### config.mk
export PLATFORM = sky130hd
export DESIGN_NAME = dpc_capture_unit
export DESIGN_NICKNAME = d
export VERILOG_FILES = /design/src/inc/dpc_pkg.sv /design/src/logic/dpc_capture_unit.sv /design/src/logic/dpc_channel.sv
export SDC_FILE = /design/constraint.sdc
export NUM_CORES = 2
export LEC_CHECK = 0
export BUFFER_PORTS_ARGS = -buffer_cell sky130_fd_sc_hd__buf_2
export CORE_ASPECT_RATIO = 2
export CORE_MARGIN = 2
export CORE_UTILIZATION = 56
export DETAILED_ROUTE_END_ITERATION = 8
export PLACE_DENSITY = 0.71
export SETUP_SLACK_MARGIN = 0.15
export SLEW_MARGIN = 5
export SYNTH_ARGS = -nofsm -noshare
export SYNTH_HDL_FRONTEND = slang
export SYNTH_SLANG_ARGS = --single-unit
### constraint.sdc
create_clock -name clk -period 6.2 [get_ports clk]
set_input_delay 1.55 -clock clk [delete_from_list [all_inputs] [get_ports clk]]
set_output_delay 1.55 -clock clk [all_outputs]
set_load 0.05 [all_outputs]
### src/inc/dpc_pkg.sv
// Constants, register offsets and read-select codes of the dual position capture unit.
// Assumes a single 25 MHz clock and parameter reads at the printed register addresses.
package dpc_pkg;

    // ------------------------------------------------------------
    // Widths and channel count
    // ------------------------------------------------------------
    localparam int DPC_CH     = 2;
    localparam int POS_W      = 32;
    localparam int CNT_W      = 16;
    localparam int DATA_W     = 32;
    localparam int ADDR_W     = 16;
    localparam int NIB_W      = 4;
    localparam int SUM_STRIDE = 8;
    localparam int SUM_FALL   = 4;

    // ------------------------------------------------------------
    // Register addresses
    // ------------------------------------------------------------
    localparam logic [ADDR_W-1:0] OFS_STATUS        = 16'h0a02;
    localparam logic [ADDR_W-1:0] OFS_CH1_POS       = 16'h0a0c;
    localparam logic [ADDR_W-1:0] OFS_CH2_POS       = 16'h0a0e;
    localparam logic [ADDR_W-1:0] OFS_CH1_TOTAL     = 16'h0a10;
    localparam logic [ADDR_W-1:0] OFS_CH2_TOTAL     = 16'h0a12;
    localparam logic [ADDR_W-1:0] OFS_CH1_TOTAL_CON = 16'h0a2e;
    localparam logic [ADDR_W-1:0] OFS_CH1_POS_CON   = 16'h0a30;
    localparam logic [ADDR_W-1:0] OFS_CH2_TOTAL_CON = 16'h0a32;
    localparam logic [ADDR_W-1:0] OFS_CH2_POS_CON   = 16'h0a34;
    localparam logic [ADDR_W-1:0] OFS_CH1_RISE_POS  = 16'h0a4a;
    localparam logic [ADDR_W-1:0] OFS_CH1_FALL_POS  = 16'h0a4c;
    localparam logic [ADDR_W-1:0] OFS_CH2_RISE_POS  = 16'h0a4e;
    localparam logic [ADDR_W-1:0] OFS_CH2_FALL_POS  = 16'h0a50;
    localparam logic [ADDR_W-1:0] OFS_CH1_RISE_CNT  = 16'h0a56;
    localparam logic [ADDR_W-1:0] OFS_CH1_FALL_CNT  = 16'h0a58;
    localparam logic [ADDR_W-1:0] OFS_CH2_RISE_CNT  = 16'h0a5a;
    localparam logic [ADDR_W-1:0] OFS_CH2_FALL_CNT  = 16'h0a5c;
    localparam logic [ADDR_W-1:0] OFS_SUMMARY       = 16'h0a5e;

    // ------------------------------------------------------------
    // Reset values
    // ------------------------------------------------------------
    localparam logic [CNT_W-1:0]  CNT_RST  = 16'h0000;
    localparam logic [POS_W-1:0]  POS_RST  = 32'h0000_0000;
    localparam logic [DATA_W-1:0] DATA_RST = 32'h0000_0000;

    // ------------------------------------------------------------
    // Read selects
    // ------------------------------------------------------------
    typedef enum {
        SEL_NONE, SEL_STATUS, SEL_SUMMARY,
        SEL_POS, SEL_TOTAL, SEL_TOTAL_CON, SEL_POS_CON,
        SEL_RISE_POS, SEL_FALL_POS, SEL_RISE_CNT, SEL_FALL_CNT
    } dpc_sel_t;

endpackage : dpc_pkg

### src/logic/dpc_capture_unit.sv
// Two-channel position capture unit with parameter read port.
// Assumes trigger inputs asynchronous to clk and position redefinitions given as a delta.
`timescale 1ns/1ns
module dpc_capture_unit
    import dpc_pkg::*;
(
    // Clock and reset
    input  wire logic              clk,
    input  wire logic              rst_n,
    input  wire logic              ce,
    // Trigger inputs and channel activation
    input  wire logic              trigger_input_one,
    input  wire logic              trigger_input_two,
    input  wire logic              capture_enable_one,
    input  wire logic              capture_enable_two,
    // Position source
    input  wire logic [POS_W-1:0]  actual_position,
    input  wire logic              pos_redefine,
    input  wire logic [POS_W-1:0]  pos_delta,
    // Parameter read port
    input  wire logic              rd_en,
    input  wire logic [ADDR_W-1:0] rd_addr,
    output logic      [DATA_W-1:0] rd_data,
    output logic                   rd_valid,
    output logic                   rd_err
);

    logic [DPC_CH-1:0] trig_in;
    logic [DPC_CH-1:0] en_in;
    logic [DPC_CH-1:0] sync1;
    logic [DPC_CH-1:0] sync2;
    logic [DPC_CH-1:0] sync3;
    logic [DPC_CH-1:0] en_q;
    logic [DPC_CH-1:0] next_sync1;
    logic [DPC_CH-1:0] next_sync2;
    logic [DPC_CH-1:0] next_sync3;
    logic [DPC_CH-1:0] next_en_q;
    logic [DPC_CH-1:0] rise_raw;
    logic [DPC_CH-1:0] fall_raw;
    logic [DPC_CH-1:0] rise_evt;
    logic [DPC_CH-1:0] fall_evt;
    logic [DPC_CH-1:0] arm;
    logic [DPC_CH-1:0] cons_read;
    logic [DPC_CH-1:0] captured;
    logic [POS_W-1:0]  cap_pos   [DPC_CH];
    logic [POS_W-1:0]  rise_pos  [DPC_CH];
    logic [POS_W-1:0]  fall_pos  [DPC_CH];
    logic [POS_W-1:0]  cons_pos  [DPC_CH];
    logic [CNT_W-1:0]  total_cnt [DPC_CH];
    logic [CNT_W-1:0]  rise_cnt  [DPC_CH];
    logic [CNT_W-1:0]  fall_cnt  [DPC_CH];
    logic [CNT_W-1:0]  summary;
    logic [CNT_W-1:0]  status;
    dpc_sel_t          sel;
    logic              sel_ch;
    logic [DATA_W-1:0] next_rd_data;
    logic              next_rd_valid;
    logic              next_rd_err;

    assign trig_in = {trigger_input_two, trigger_input_one};
    assign en_in   = {capture_enable_two, capture_enable_one};

    // ------------------------------------------------------------
    // Address decode
    // ------------------------------------------------------------
    function automatic dpc_sel_t dpc_decode(input logic [ADDR_W-1:0] a);
        unique case (a)
            OFS_STATUS:                           return SEL_STATUS;
            OFS_SUMMARY:                          return SEL_SUMMARY;
            OFS_CH1_POS, OFS_CH2_POS:             return SEL_POS;
            OFS_CH1_TOTAL, OFS_CH2_TOTAL:         return SEL_TOTAL;
            OFS_CH1_TOTAL_CON, OFS_CH2_TOTAL_CON: return SEL_TOTAL_CON;
            OFS_CH1_POS_CON, OFS_CH2_POS_CON:     return SEL_POS_CON;
            OFS_CH1_RISE_POS, OFS_CH2_RISE_POS:   return SEL_RISE_POS;
            OFS_CH1_FALL_POS, OFS_CH2_FALL_POS:   return SEL_FALL_POS;
            OFS_CH1_RISE_CNT, OFS_CH2_RISE_CNT:   return SEL_RISE_CNT;
            OFS_CH1_FALL_CNT, OFS_CH2_FALL_CNT:   return SEL_FALL_CNT;
            default:                              return SEL_NONE;
        endcase
    endfunction : dpc_decode

    // Channel two addresses are the ones listed second in each pair.
    function automatic logic dpc_chan(input logic [ADDR_W-1:0] a);
        return (a == OFS_CH2_POS) || (a == OFS_CH2_TOTAL) || (a == OFS_CH2_TOTAL_CON)
            || (a == OFS_CH2_POS_CON) || (a == OFS_CH2_RISE_POS)
            || (a == OFS_CH2_FALL_POS) || (a == OFS_CH2_RISE_CNT)
            || (a == OFS_CH2_FALL_CNT);
    endfunction : dpc_chan

    function automatic logic [DATA_W-1:0] zx(input logic [CNT_W-1:0] v);
        return {{(DATA_W-CNT_W){1'b0}}, v};
    endfunction : zx

    assign sel    = dpc_decode(rd_addr);
    assign sel_ch = dpc_chan(rd_addr);

    // ------------------------------------------------------------
    // Synchronisers, edge and activation detect
    // ------------------------------------------------------------
    // Only sync2 and sync3 feed the edge logic, so sync1 may go metastable.
    always_comb begin
        next_sync1 = trig_in;
        next_sync2 = sync1;
        next_sync3 = sync2;
        next_en_q  = en_in;
    end

    always_ff @(posedge clk or negedge rst_n) begin
        if (!rst_n) begin
            sync1 <= '0;
            sync2 <= '0;
            sync3 <= '0;
            en_q  <= '0;
        end else if (ce) begin
            sync1 <= next_sync1;
            sync2 <= next_sync2;
            sync3 <= next_sync3;
            en_q  <= next_en_q;
        end
    end

    assign rise_raw  = sync2 & ~sync3;
    assign fall_raw  = ~sync2 & sync3;
    assign rise_evt  = rise_raw & en_in;
    assign fall_evt  = fall_raw & en_in;
    assign arm       = en_in & ~en_q;

    // ------------------------------------------------------------
    // Channels
    // ------------------------------------------------------------
    genvar g;
    generate
        for (g = 0; g < DPC_CH; g++) begin : g_ch
            assign cons_read[g] = rd_en && (sel == SEL_TOTAL_CON)
                                  && (sel_ch == 1'(g));
            assign summary[g*SUM_STRIDE +: NIB_W]
                = rise_cnt[g][NIB_W-1:0];
            assign summary[g*SUM_STRIDE+SUM_FALL +: NIB_W]
                = fall_cnt[g][NIB_W-1:0];
            dpc_channel u_ch (
                .clk             (clk),
                .rst_n           (rst_n),
                .ce              (ce),
                .arm             (arm[g]),
                .rise_evt        (rise_evt[g]),
                .fall_evt        (fall_evt[g]),
                .cons_read       (cons_read[g]),
                .actual_position (actual_position),
                .pos_redefine    (pos_redefine),
                .pos_delta       (pos_delta),
                .cap_pos         (cap_pos[g]),
                .rise_pos        (rise_pos[g]),
                .fall_pos        (fall_pos[g]),
                .cons_pos        (cons_pos[g]),
                .total_cnt       (total_cnt[g]),
                .rise_cnt        (rise_cnt[g]),
                .fall_cnt        (fall_cnt[g]),
                .captured        (captured[g])
            );
        end
    endgenerate

    assign status = {{(CNT_W-DPC_CH){1'b0}}, captured};

    // ------------------------------------------------------------
    // Read port
    // ------------------------------------------------------------
    always_comb begin
        next_rd_data  = DATA_RST;
        next_rd_valid = rd_en;
        next_rd_err   = rd_en && (sel == SEL_NONE);
        if (rd_en) begin
            unique case (sel)
                SEL_STATUS:    next_rd_data = zx(status);
                SEL_SUMMARY:   next_rd_data = zx(summary);
                SEL_POS:       next_rd_data = cap_pos[sel_ch];
                SEL_TOTAL:     next_rd_data = zx(total_cnt[sel_ch]);
                SEL_TOTAL_CON: next_rd_data = zx(total_cnt[sel_ch]);
                SEL_POS_CON:   next_rd_data = cons_pos[sel_ch];
                SEL_RISE_POS:  next_rd_data = rise_pos[sel_ch];
                SEL_FALL_POS:  next_rd_data = fall_pos[sel_ch];
                SEL_RISE_CNT:  next_rd_data = zx(rise_cnt[sel_ch]);
                SEL_FALL_CNT:  next_rd_data = zx(fall_cnt[sel_ch]);
                SEL_NONE:      next_rd_data = DATA_RST;
            endcase
        end
    end

    always_ff @(posedge clk or negedge rst_n) begin
        if (!rst_n) begin
            rd_data  <= DATA_RST;
            rd_valid <= 1'b0;
            rd_err   <= 1'b0;
        end else if (ce) begin
            rd_data  <= next_rd_data;
            rd_valid <= next_rd_valid;
            rd_err   <= next_rd_err;
        end
    end

    // ------------------------------------------------------------
    // Assertions
    // ------------------------------------------------------------
    generate
        for (g = 0; g < DPC_CH; g++) begin : g_chk

        end
    endgenerate
endmodule : dpc_capture_unit

### src/logic/dpc_channel.sv
// One capture channel: edge counters, captured positions and the coherent pair.
// Assumes edge pulses already synchronised and gated by the channel enable.
`timescale 1ns/1ns
module dpc_channel
    import dpc_pkg::*;
(
    // Clock and reset
    input  wire logic             clk,
    input  wire logic             rst_n,
    input  wire logic             ce,
    // Channel events
    input  wire logic             arm,
    input  wire logic             rise_evt,
    input  wire logic             fall_evt,
    input  wire logic             cons_read,
    // Position source
    input  wire logic [POS_W-1:0] actual_position,
    input  wire logic             pos_redefine,
    input  wire logic [POS_W-1:0] pos_delta,
    // Channel state
    output logic      [POS_W-1:0] cap_pos,
    output logic      [POS_W-1:0] rise_pos,
    output logic      [POS_W-1:0] fall_pos,
    output logic      [POS_W-1:0] cons_pos,
    output logic      [CNT_W-1:0] total_cnt,
    output logic      [CNT_W-1:0] rise_cnt,
    output logic      [CNT_W-1:0] fall_cnt,
    output logic                  captured
);

    logic [POS_W-1:0] next_cap_pos;
    logic [POS_W-1:0] next_rise_pos;
    logic [POS_W-1:0] next_fall_pos;
    logic [POS_W-1:0] next_cons_pos;
    logic [CNT_W-1:0] next_total_cnt;
    logic [CNT_W-1:0] next_rise_cnt;
    logic [CNT_W-1:0] next_fall_cnt;
    logic             next_captured;
    logic             evt;

    // ------------------------------------------------------------
    // Next state
    // ------------------------------------------------------------
    always_comb begin
        evt            = rise_evt | fall_evt;
        next_cap_pos   = cap_pos;
        next_rise_pos  = rise_pos;
        next_fall_pos  = fall_pos;
        next_cons_pos  = cons_pos;
        next_total_cnt = arm ? CNT_RST : total_cnt;
        next_rise_cnt  = arm ? CNT_RST : rise_cnt;
        next_fall_cnt  = arm ? CNT_RST : fall_cnt;
        next_captured  = captured & ~arm;
        // A new origin shifts every stored position by the same delta.
        if (pos_redefine) begin
            next_cap_pos  = cap_pos + pos_delta;
            next_rise_pos = rise_pos + pos_delta;
            next_fall_pos = fall_pos + pos_delta;
            next_cons_pos = cons_pos + pos_delta;
        end
        // The frozen copy takes the position as it stands before this edge.
        if (cons_read) begin
            next_cons_pos = pos_redefine ? next_cap_pos : cap_pos;
        end
        if (evt) begin
            next_cap_pos   = actual_position;
            next_total_cnt = next_total_cnt + 1'b1;
            next_captured  = 1'b1;
        end
        if (rise_evt) begin
            next_rise_pos = actual_position;
            next_rise_cnt = next_rise_cnt + 1'b1;
        end
        if (fall_evt) begin
            next_fall_pos = actual_position;
            next_fall_cnt = next_fall_cnt + 1'b1;
        end
    end

    // ------------------------------------------------------------
    // State registers
    // ------------------------------------------------------------
    always_ff @(posedge clk or negedge rst_n) begin
        if (!rst_n) begin
            cap_pos   <= POS_RST;
            rise_pos  <= POS_RST;
            fall_pos  <= POS_RST;
            cons_pos  <= POS_RST;
            total_cnt <= CNT_RST;
            rise_cnt  <= CNT_RST;
            fall_cnt  <= CNT_RST;
            captured  <= 1'b0;
        end else if (ce) begin
            cap_pos   <= next_cap_pos;
            rise_pos  <= next_rise_pos;
            fall_pos  <= next_fall_pos;
            cons_pos  <= next_cons_pos;
            total_cnt <= next_total_cnt;
            rise_cnt  <= next_rise_cnt;
            fall_cnt  <= next_fall_cnt;
            captured  <= next_captured;
        end
    end

endmodule : dpc_channel

==> results.py <==
metrics = {
    "drt": {
        "firstDrtPassIters": 6,
        "drt.antenna.violating_nets": 0,
        "vias_per_cell": 6.674,
        "wl_um": 137400,
        "drc": 0,
        "dr.first_iter.drc_count": 2580,
        "routedWlPerCell_um": 26.87,
        "vias": 34136,
    },
    "placed_design": {
        "dpl.hpwl_um": 103100,
        "gp_congestion": 1.016,
        "io_buffers": 122,
        "place_area_um2": 35250,
        "place_inst": 5032,
    },
    "global_route": {
        "antenna_found_initial": 14,
        "grt_usage": 0.4396,
        "grt_pass1_wl_um": 202200,
        "grt_max_degree": 141,
        "grt_pass1_vias": 32917,
        "overflow": 0,
    },
    "die": {
        "die_w_um": 177.6,
        "rows": 127,
        "coreArea_um2": 59750,
        "initial_utilization": 0.5652,
        "pin_count": 123,
        "die_h_um": 351.3,
        "die_area_um2": 62400,
    },
    "logic_synthesis": {
        "synth.most_common_cell": "nand2_1",
        "syn_inst": 4276,
        "syn_area_per_cell_um2": 7.898,
        "ys_top_cells_by_area": "dfrtp_1, ha_1, nand2_1",
        "yosys-top-cells-count": "nand2_1, a21oi_1, dfrtp_1",
        "syn_area_um2": 33770,
        "synth_edf_count": 0,
        "synth_top_cell_by_area": "dfrtp_1",
        "postSynth.asyncResetShare": 1.000,
        "synth_nets": 4627,
        "synth_top_area_frac": 0.2934,
        "synth-seq-area-share": 0.2934,
        "synth_cell_type_count": 89,
        "synth_seq_cells": 396,
        "ys_warn_count": 0,
        "ys.flop_type": "dfrtp_1",
    },
    "worst_setup_path": {
        "worstReg2RegStart": "g_ch[1].u_ch.rise_pos[0]",
        "worst_path_max_delay_cell": "a21oi_1",
        "crit_start": "rd_addr[0]",
        "cp_top_family": "simple AND/OR/NAND/NOR gates",
        "crit_required_ns": 6.71,
        "crit_arrival_ns": 5.68,
        "path_cells": "buf_2, or3b_2, nor4_2, buf_4, and2_4, nand2_1, a21oi_1, a21oi_1, o221ai_1, nor4_1, o2bb2ai_1",
        "critPathKind": "primary input to flop",
        "crit_buf_inv": 2,
        "endpoint_kind": "flop",
        "worstSetupStartpointType": "primary input",
        "crit_top_cell": "a21oi_1",
        "cp_max_fo": 42,
        "crit_path_max_incr_delay_ns": 0.98,
    },
    "sta": {
        "maxSlewHeadroom": 0.06904,
        "finalHoldViolCount": 0,
        "worst_pin_slew_ns": 1.396,
        "fmax_ghz": 0.1936,
        "rsz0062_at_grt": "false",
        "final.setup.tns_ns": 0,
        "slew_viol_final": 0,
        "period_needed_ns": 5.165,
        "fin_crit_sh": 0.8330,
        "finalClockSkew_ns": 0.02230,
        "hold_ws_ns": 0.4780,
        "setup_viol": 0,
    },
    "min_path": {
        "hp-start": "rd_data[5]",
        "hp-class": "flop to flop",
    },
    "layout": {
        "final_nets": 4653,
        "finalCoreUtilization": 0.6128,
        "finalInstanceArea_um2": 36610,
        "drive_gt1_frac": 0.08168,
        "areaGrowthSynthToFinish_pct": 8.414,
        "fill_cells": 5628,
        "instances_no_fill": 5115,
    },
    "clock_network": {
        "clk_path_buf_depth": 3,
        "cts_hold_buf": 0,
        "cts.reportedPaths.clkPinSlew_ns": 0.06,
        "cts_tree": "built",
        "numClockSinks": 396,
        "numCtsBuffers": 42,
        "clock-root-buffer": "clkbuf_16",
        "cts_resized": 0,
        "post_cts_buffers": 0,
        "ctsHtreeMaxLevel": 2,
        "insertion_delay_ns": 0.59,
    },
    "outcome": {
        "outcome": "finished, final reports clean",
    },
    "power": {
        "ir_drop_mv": 0.3034,
        "p_leak_nw": 16.61,
        "power_density_nw_per_um2": 455.1,
    },
    "flow_run": {
        "cap_violations": 0,
    },
}
## placed cells by master (no fill, tap or decap), drive strengths merged, types with 10 or more instances in the layout
master | synthesis | layout
a211o | 13 | 13
or2 | 12 | 12
o21a | 55 | 55
o2bb2ai | 31 | 31
nand3 | 99 | 99
xor2 | 106 | 106
nor3b | 10 | 10
mux2 | 50 | 50
a31oi | 43 | 43
and3 | 48 | 48
xnor2 | 128 | 128
o41ai | 10 | 10
nor2b | 44 | 44
o31a | 13 | 13
o31ai | 33 | 33
nor2 | 330 | 330
a21oi | 476 | 476
o221ai | 25 | 25
o21bai | 21 | 21
o211ai | 21 | 21
nor4 | 33 | 33
and2 | 30 | 30
nand2 | 656 | 656
ha | 254 | 254
nand4 | 48 | 48
inv | 84 | 84
or3 | 14 | 14
a21boi | 19 | 19
nand2b | 26 | 26
a211oi | 46 | 46
o21ai | 371 | 371
a21o | 131 | 131
o311ai | 11 | 11
dfrtp | 396 | 396
o22ai | 43 | 43
buf | 44 | 192
clkbuf | 166 | 68
nor3 | 82 | 82
mux2i | 130 | 130
## layer usage
metal,global-route usage,share of wire,up-vias
met5,0,0.00073,-
met3,0.08917,0.062,809
met4,0.5217,0.15,14
met1,0.4158,0.32,16155
li1,-,-,15627
met2,0.7279,0.47,1531
## power by group
group          internal, mW  switching, mW
combinational          4.06           5.64
sequential             3.42          0.914
clock                  1.45           1.18
## kinds of logic after synthesis
family / share of synthesized area
AOI/OAI and AO/OA: 0.2612
xor gates and xnor gates: 0.06069
adders and majority gates: 0.09885
buffers and inverters: 0.03368
DFF: 0.2934
muxes: 0.05521
and+or+nand+nor: 0.1970
## worst paths after layout
path,to,slack (ns),cells after the start
max,rd_data[10],1.04,11
min,rd_data[5],0.48,1
max reg2reg,g_ch[1].u_ch.rise_pos[30],2.38,14
min reg2reg,rd_data[5],0.48,1
max in group asynchronous,g_ch[0].u_ch.cons_pos[30],4.06,2
min in group asynchronous,g_ch[1].u_ch.total_cnt[13],0.88,1
## final cells by class
| class | instances | area, um2 | area share |
|---|---|---|---|
| clock inverter | 8 | 68.82 | 0.001880 |
| multi-input combinational | 3585 | 22830 | 0.6237 |
| timing repair buffer | 192 | 1214 | 0.03315 |
| inverter | 85 | 320.3 | 0.008749 |
| antenna | 7 | 17.52 | 0.0004785 |
| sequential | 396 | 9910 | 0.2707 |
| clock buffer | 68 | 1280 | 0.03496 |
| tap | 774 | 968.4 | 0.02645 |
## metrics by stage
| step | setup slack (ns) | power (mW) |
|---|---|---|
| after floorplan | 1.499 | 11.31 |
| after global placement | 0.7591 | 13.63 |
| after detailed placement | 0.7044 | 13.77 |
| after CTS | 1.284 | 16.44 |
| after global routing | 0.8269 | 17.88 |
| final | 1.035 | 16.66 |
## state kept, by name, indices dropped and copies added, names as in the netlist
register,count
next_sync3,2
g_ch.u_ch.rise_cnt,32
rd_data,32
g_ch.u_ch.fall_cnt,32
rd_err,1
g_ch.u_ch.rise_pos,64
g_ch.u_ch.cap_pos,64
g_ch.u_ch.captured,2
sync3,2
g_ch.u_ch.total_cnt,32
en_q,2
next_sync2,2
rd_valid,1
g_ch.u_ch.cons_pos,64
g_ch.u_ch.fall_pos,64
No activity file was read; power rests on OpenSTA's default activity.
